[src/hw/test_mode_pkg.sv]
/*
  Package for the test-mode control block: mode encoding, pin positions,
  port groupings and the capture constants.
  Assumes a single 40 MHz clock domain and nothing else.
*/
package test_mode_pkg;

  // Test modes decoded from the two test pins and the latched reset level
  typedef enum logic [2:0] {
    MODE_NORMAL   = 3'h0,
    MODE_BYPASS   = 3'h1,
    MODE_OSC_TEST = 3'h2,
    MODE_DEBUG    = 3'h3,
    MODE_HIZ      = 3'h4
  } test_mode_t;

  // Port A bit positions feeding the PLL in oscillator test mode
  localparam int unsigned PA_PLL_TEST_SELECT_BIT   = 5;
  localparam int unsigned PA_XTL_BIT    = 4;
  localparam int unsigned PA_PLL_ENABLE_BIT  = 3;
  localparam int unsigned PA_BYPASS_BIT = 0;
  localparam int unsigned PORT_A_W      = 8;

  // Column pin positions for the monitored clocks
  localparam int unsigned COL_RTC_BIT   = 0;
  localparam int unsigned COL_1HZ_BIT   = 1;
  localparam int unsigned COL_MAIN_BIT  = 2;
  localparam int unsigned COL_RIPPLE_BIT = 4;
  localparam int unsigned COL_TEST_BIT  = 6;
  localparam int unsigned COL_W         = 8;

  // Port E bit positions for the mirrored CPU signals
  localparam int unsigned PE_CLK_BIT    = 0;
  localparam int unsigned PE_FIQ_BIT    = 1;
  localparam int unsigned PE_IRQ_BIT    = 2;
  localparam int unsigned PORT_E_W      = 3;

  // System control bit that turns on bus mirroring
  localparam int unsigned SYSCTL_MIRROR_BIT = 11;
  localparam int unsigned SYSCTL_W          = 32;

  // Ripple counter width and reset values
  localparam int unsigned RIPPLE_W      = 6;
  localparam logic [5:0]  RIPPLE_RESET  = 6'h00;
  localparam logic        LATCH_RESET   = 1'b0;
  // Default PLL divider controls with the port all zero
  localparam logic        PLL_D0_DEFAULT = 1'b0;
  localparam logic        PLL_D1_DEFAULT = 1'b1;

  // Controls delivered to the PLL and oscillators
  typedef struct packed {
    logic test_select;
    logic osc_enable;
    logic pll_enable;
    logic div_ctl_0;
    logic div_ctl_1;
    logic bypass;
    logic osc_disable_all;
  } pll_ctl_t;

  // Monitored clocks from the clock tree
  typedef struct packed {
    logic rtc_osc;
    logic one_hz;
    logic main_div;
    logic ripple_div;
    logic pll_test;
  } clk_mon_t;

  // Mirrored CPU-side signals
  typedef struct packed {
    logic gated_cpu_clk;
    logic fast_int_request;
    logic normal_int_request;
  } cpu_mon_t;

endpackage
[src/hw/mode_latch.sv]
/*
  Captures the user-reset level at the rising edge of power-on reset and
  decodes the test mode from the synchronised test pins.
  Assumes test pins and reset levels arrive from pins on any timing.
*/
`timescale 1ns/100ps
module mode_latch (
  // Clock and reset
  input  wire logic                   ref_clk_i,
  input  wire logic                   arst_n_i,
  // Pins
  input  wire logic                   test_select_pin_a_i,
  input  wire logic                   test_select_pin_b_i,
  input  wire logic                   user_reset_level_i,
  input  wire logic                   power_on_reset_n_i,
  // Decoded mode
  output test_mode_pkg::test_mode_t   mode_o,
  output logic                        hiz_async_o,
  output logic                        latched_reset_o
);

  logic [1:0] a_sync_reg, a_sync_next;
  logic [1:0] b_sync_reg, b_sync_next;
  logic [1:0] u_sync_reg, u_sync_next;
  logic [1:0] p_sync_reg, p_sync_next;
  logic       latched_reg, latched_next;
  logic       por_dly_reg, por_dly_next;
  test_mode_pkg::test_mode_t mode_reg, mode_next;

  always_comb
  begin
    a_sync_next  = {a_sync_reg[0], test_select_pin_a_i};
    b_sync_next  = {b_sync_reg[0], test_select_pin_b_i};
    u_sync_next  = {u_sync_reg[0], user_reset_level_i};
    p_sync_next  = {p_sync_reg[0], power_on_reset_n_i};
    por_dly_next = p_sync_reg[1];
    latched_next = latched_reg;
    // follow while low, hold after rise
    if (!p_sync_reg[1])
    begin
      latched_next = u_sync_reg[1];
    end
    case ({a_sync_reg[1], b_sync_reg[1]})
      2'b10:   mode_next = test_mode_pkg::MODE_BYPASS;
      2'b01:   mode_next = latched_reg ? test_mode_pkg::MODE_NORMAL
                                       : test_mode_pkg::MODE_OSC_TEST;
      2'b00:   mode_next = latched_reg ? test_mode_pkg::MODE_DEBUG
                                       : test_mode_pkg::MODE_HIZ;
      default: mode_next = test_mode_pkg::MODE_NORMAL;
    endcase
  end

  always_ff @(posedge ref_clk_i or negedge arst_n_i)
  begin
    if (!arst_n_i)
    begin
      a_sync_reg  <= 2'h3;
      b_sync_reg  <= 2'h3;
      u_sync_reg  <= 2'h0;
      p_sync_reg  <= 2'h0;
      por_dly_reg <= 1'b0;
      latched_reg <= test_mode_pkg::LATCH_RESET;
      mode_reg    <= test_mode_pkg::MODE_NORMAL;
    end
    else
    begin
      a_sync_reg  <= a_sync_next;
      b_sync_reg  <= b_sync_next;
      u_sync_reg  <= u_sync_next;
      p_sync_reg  <= p_sync_next;
      por_dly_reg <= por_dly_next;
      latched_reg <= latched_next;
      mode_reg    <= mode_next;
    end
  end

  // asynchronous hi-z straight from the pins
  assign hiz_async_o     = !test_select_pin_a_i && !test_select_pin_b_i && !latched_reg;
  assign mode_o          = mode_reg;
  assign latched_reset_o = latched_reg;

  // latch frozen once reset is high
  property p_latch_hold;
    @(posedge ref_clk_i) disable iff (!arst_n_i)
      (p_sync_reg[1] && por_dly_reg) |=> $stable(latched_reg);
  endproperty
  a_latch_hold: assert property (p_latch_hold)
    else $error("user reset latch changed after power-on reset rose");

  property p_bypass_decode;
    @(posedge ref_clk_i) disable iff (!arst_n_i)
      (a_sync_reg[1] && !b_sync_reg[1]) |=> (mode_reg == test_mode_pkg::MODE_BYPASS);
  endproperty
  a_bypass_decode: assert property (p_bypass_decode)
    else $error("bypass mode not decoded");

  property p_normal_decode;
    @(posedge ref_clk_i) disable iff (!arst_n_i)
      (a_sync_reg[1] && b_sync_reg[1]) |=> (mode_reg == test_mode_pkg::MODE_NORMAL);
  endproperty
  a_normal_decode: assert property (p_normal_decode)
    else $error("both pins high not normal");

  property p_test_decode;
    @(posedge ref_clk_i) disable iff (!arst_n_i)
      (!a_sync_reg[1] && b_sync_reg[1] && !latched_reg)
        |=> (mode_reg == test_mode_pkg::MODE_OSC_TEST);
  endproperty
  a_test_decode: assert property (p_test_decode)
    else $error("oscillator test mode not decoded");

  property p_debug_decode;
    @(posedge ref_clk_i) disable iff (!arst_n_i)
      (!a_sync_reg[1] && !b_sync_reg[1] && latched_reg)
        |=> (mode_reg == test_mode_pkg::MODE_DEBUG);
  endproperty
  a_debug_decode: assert property (p_debug_decode)
    else $error("debug mode not decoded");

endmodule // mode_latch

[config.mk]
export PLATFORM = sky130hd
export DESIGN_NAME = mode_latch
export DESIGN_NICKNAME = d
export VERILOG_FILES = /design/src/hw/test_mode_pkg.sv /design/src/hw/mode_latch.sv
export SDC_FILE = /design/constraint.sdc
export NUM_CORES = 1
export LEC_CHECK = 0
export ABC_AREA = 1
export BUFFER_PORTS_ARGS = -buffer_cell sky130_fd_sc_hd__buf_2
export CAP_MARGIN = 20
export CORE_AREA = 8 8 45 47
export DETAILED_ROUTE_END_ITERATION = 12
export DIE_AREA = 0 0 53 55
export HOLD_SLACK_MARGIN = 0.08
export PLACE_DENSITY = 0.46
export RECOVER_POWER = 25
export SETUP_SLACK_MARGIN = 0.02
export SYNTH_ARGS = -nofsm -noshare
export SYNTH_HDL_FRONTEND = slang
export SYNTH_SLANG_ARGS = --single-unit
export TNS_END_PERCENT = 20
[constraint.sdc]
create_clock -name ref_clk_i -period 0.8 [get_ports ref_clk_i]
set_input_delay 0.04 -clock ref_clk_i [delete_from_list [all_inputs] [get_ports ref_clk_i]]
set_output_delay 0.04 -clock ref_clk_i [all_outputs]
set_load 0.005 [all_outputs]
* Word-level counts from Yosys, hierarchy flattened
Cells that the tools add are included.
** Storage, ports and cells
- Register bits after elaboration :: 12
- Input port bits :: 6
- Output and inout bits :: 5
- Logic and storage cells :: 17
** Cells by class
- Equality and inequality tests :: 2
- Muxes and demuxes :: 3
- Reduce and logical (&&, ||, !) cells :: 6
** Operators by type and width (count)
- $pmux W3 S3 :: 1
- $logic_not A1 Y1 :: 3
- $mux W3 :: 1
- $eq A2 B1 Y1 const B :: 1
- $eq A2 B2 Y1 const B :: 1
- $logic_and A1 B1 Y1 :: 2
- $logic_not A2 Y1 :: 1
- $mux W2 :: 1

* Logic depth before layout (Yosys ltp)
- Depth in word-level cells :: 3
- Depth in mapped cells :: 3

* Worst setup path after synthesis
OpenSTA, ideal clock, no wires.
- Kind :: flip-flop to flip-flop
- Start :: register b_sync_reg[1]
- End :: register mode_reg[1] (netlist: mode_o[1])
- Setup time :: 117 ps
- Arrival time :: 649 ps
- Slack :: 34 ps
- Stages on the path, launching flop included :: 4
- Period minus slack after synthesis :: 766 ps
- Cells stage by stage :: dfstp_2 > nand2_1 > nand2_1 > nor2_1
** Between the ends
- Word-level cells in the longest chain between the ends :: 2
** RTL lines
- start: declaration :: line mode_latch.sv:23 : logic [1:0] b_sync_reg, b_sync_next;
- start signal: assignment :: line mode_latch.sv:68 : b_sync_reg <= b_sync_next;
- $eq A2 B1 Y1, or another cell as far along :: line mode_latch.sv:43 : case ({a_sync_reg[1], b_sync_reg[1]})
- $pmux W3 S3 (*) :: line mode_latch.sv:43
- net mode_next[1] :: line mode_latch.sv:28 : test_mode_pkg::test_mode_t mode_reg, mode_next;
- end signal: assignment :: line mode_latch.sv:63 : mode_reg <= test_mode_pkg::MODE_NORMAL;
- end signal: assignment :: line mode_latch.sv:73 : mode_reg <= mode_next;
- end: declaration :: line mode_latch.sv:28
Mark *: on every way through the listed nets, which the timed path passes. The rest lies on a longest branch.
A chain may end at the register's enable or synchronous reset.

* Worst setup path in the final report
- Start :: register latched_reg (netlist: latched_reset_o)
- End :: output port latched_reset_o
** RTL lines
- start: declaration :: line mode_latch.sv:26 : logic latched_reg, latched_next;
- start signal: assignment :: line mode_latch.sv:62 : latched_reg <= test_mode_pkg::LATCH_RESET;
- start signal: assignment :: line mode_latch.sv:72 : latched_reg <= latched_next;
- end: declaration :: line mode_latch.sv:19 : output logic latched_reset_o
No word-level cell between the ends.

==> run summary <==
run status - finished with violations
failing checks - negative hold slack, negative setup slack
Nets - 51
Yosys top cell by area - dfrtp_1
min-delay src - test_select_pin_b_i
routed len/inst - 9.53 um
largest cells by area after synthesis - dfrtp_1 (57%), dfstp_2 (30%), nor2_1 (4.2%), nand2_1 (3.2%), nor3_1 (2.8%)
Setup Skew - 0.00794 ns
fin crit period - 0.944 ns
worst skew pair latency - 0.26 ns
Pleak - 0.266 nW
crit path DAT - 0.90 ns
WHS - -0.116 ns
period utilisation layout - 118%
Largest register FFs - 3
clock-pin slew on the worst setup and hold paths - 0.08 ns
Gate Count Post-Synth - 24
Max Clk Rate - 1.06 GHz
Post-synth EDFFs - 0
CP startpoint - latched_reset_o
Critical R2R Launch - latched_reset_o
Synth Flop Type - dfrtp_1
Post-Syn Nets - 30
Worst Hold Class - primary input to flip-flop
first-pass detailed-route iteration total - 2
Distinct cells, synth - 7
Core Area - 1380 um^2
WP data required - 0.76 ns
wl on met1 - 245 um
setup ws final - -0.144 ns
die area - 2920 um^2
first-pass GRT wire length - 1040 um
MaxCap Viol Count - 0
ratio of cells with drive above 1 in the final layout - 59.1%
antenna fix cells - 0
Die Span Y - 55 um
Crit Path Max Fanout - 2
unrepaired setup endpoints after global routing - yes
syn avg cell area - 14.8 um^2
DR WL met2 - 243 um
Seq/Total Area, Yosys - 86.2%
FF+latch count, synth - 12
total CTS buffers - 3
Synth warnings - 0
total power - 0.00124 W
IO buf count - 10
Slew headroom - 81.4%
vias in the first global route - 269
top sig layer - met3
routed vias - 237
DRT iter0 DRCs - 2
Starting Density - 25.6%
initial antenna violation count - 0
Commonest cells post-synth - dfrtp_1 (8), dfstp_2 (4), nor2_1 (4), nand2_1 (3)
DR vias/cell - 3.95
final-report hold violation count - 1
CTS H-Tree Depth - 1
post-synth top area share - 56.5%
clock sink total - 12
clk buf depth - 2
Die X - 53 um
placed cells - 50
antenna-violating nets left - 0
crit end category - primary output
Slew @ Worst Pin - 0.280 ns
power per cell area - 2260 nW/um^2
GRT Residual Overflow - 0
GR Util All Layers - 5.02%
Area growth, synth to finish - 55.1%
type of origin of the critical path - flip-flop
CTS tree - yes
netlist area before placement - 354 um^2
met3 WL - 82 um
Non-Filler Instances - 60
final setup fails - 6
share of flip-flops with an asynchronous set or reset - 100%
drt total wl - 572 um
root buffer cell - clkbuf_4
critical path class - flip-flop to primary output
I/O pins - 11
GPL Wtd Cong - 0.677
# DRC - 0
# hold bufs at CTS - 4
# rows - 14
dpl cell area - 424 um^2
largest net degree at the start of global routing - 13
VDD IR max - 0.826 mV
Max Transition Viols Final - 0
Finished Cell Area - 549 um^2
most frequent cell after synthesis - dfrtp_1
==> timing repair <==
item / in CTS / in global routing
gates cloned: 0 / 0
endpoints found under the hold margin: 16 / 1
gates resized for setup: 8 / 2
buffers inserted: 2 / 0
pin swaps: 1 / 0
setup endpoints to repair: 6 / 9
==> final timing paths <==
| path | cells past startpoint | slack, ns | endpoint |
|---|---|---|---|
| setup / recovery | 2 | -0.14 | latched_reset_o |
| hold / removal | 1 | -0.12 | b_sync_reg[0] |
| setup reg to reg | 5 | -0.09 | mode_o[1] |
| hold reg to reg | 0 | 0.35 | u_sync_reg[1] |
| max in group asynchronous | 2 | 0.35 | b_sync_reg[0] |
| min in group asynchronous | 2 | 0.18 | mode_o[2] |
==> cell families (layout without fill, tap and decap cells) <==
kind of cell / count (synthesis) / count (layout) / synth area share, %
simple gates: 9 / 9 / 10.2
compound gates: 1 / 1 / 1.41
buf+inv: 2 / 22 / 2.12
flops: 12 / 12 / 86.2
==> per-layer routing <==
layer	GRT usage, %	up-vias
met5	0	-
met4	2.59	0
met3	4.01	0
met2	6.64	11
met1	5.62	112
li1	-	114
==> cell usage in the layout, fill, tap and decap left out <==
cell type      synthesis  final
nand2_2                0      1
dfrtp_1                8      7
dfstp_2                4      4
o21ai_2                0      1
nor2_1                 4      3
dlygate4sd3_1          0      4
clkbuf_4               0      3
nand2_1                3      2
buf_2                  0      8
clkbuf_8               0      1
nor2_2                 0      1
nor3_2                 0      2
buf_6                  0      3
dfrtp_2                0      1
inv_1                  2      2
clkbuf_2               0      1
==> stage by stage <==
step / utilization (%) / worst slack [ns] / hold slack [ns] / TNS [ns]
floorplan: - / 0.0343 / -0.256 / 0
global placement: 30.7 / 0.0156 / -0.0809 / 0
detailed placement: 30.7 / 0.00972 / -0.0731 / 0
CTS: 39.2 / -0.162 / -0.120 / -0.584
global route: 39.7 / -0.204 / -0.131 / -0.876
finish: 39.7 / -0.144 / -0.116 / -0.523
==> worst max-delay path, cell delays in order, from the launching register on <==
cell     delay (ns)
dfrtp_2        0.42
buf_6          0.12
buf_6          0.10
==> layout make-up <==
type	count	area (um^2)
fill	140	835
inverter	2	7.51
multi-input combinational	10	60.1
clock buffer	4	36.3
timing repair buffer	16	119
tap	16	20.0
sequential	12	307
==> report_power, final <==
part / internal [W] / leakage (nW) / switching [W]
clock: 0.000276 / 0.0210 / 0.000181
sequential: 0.000651 / 0.138 / 0.0000177
combinational: 0.0000670 / 0.107 / 0.0000484
total: 0.000994 / 0.266 / 0.000247
Note: power is estimated with default switching activity, not from simulation.
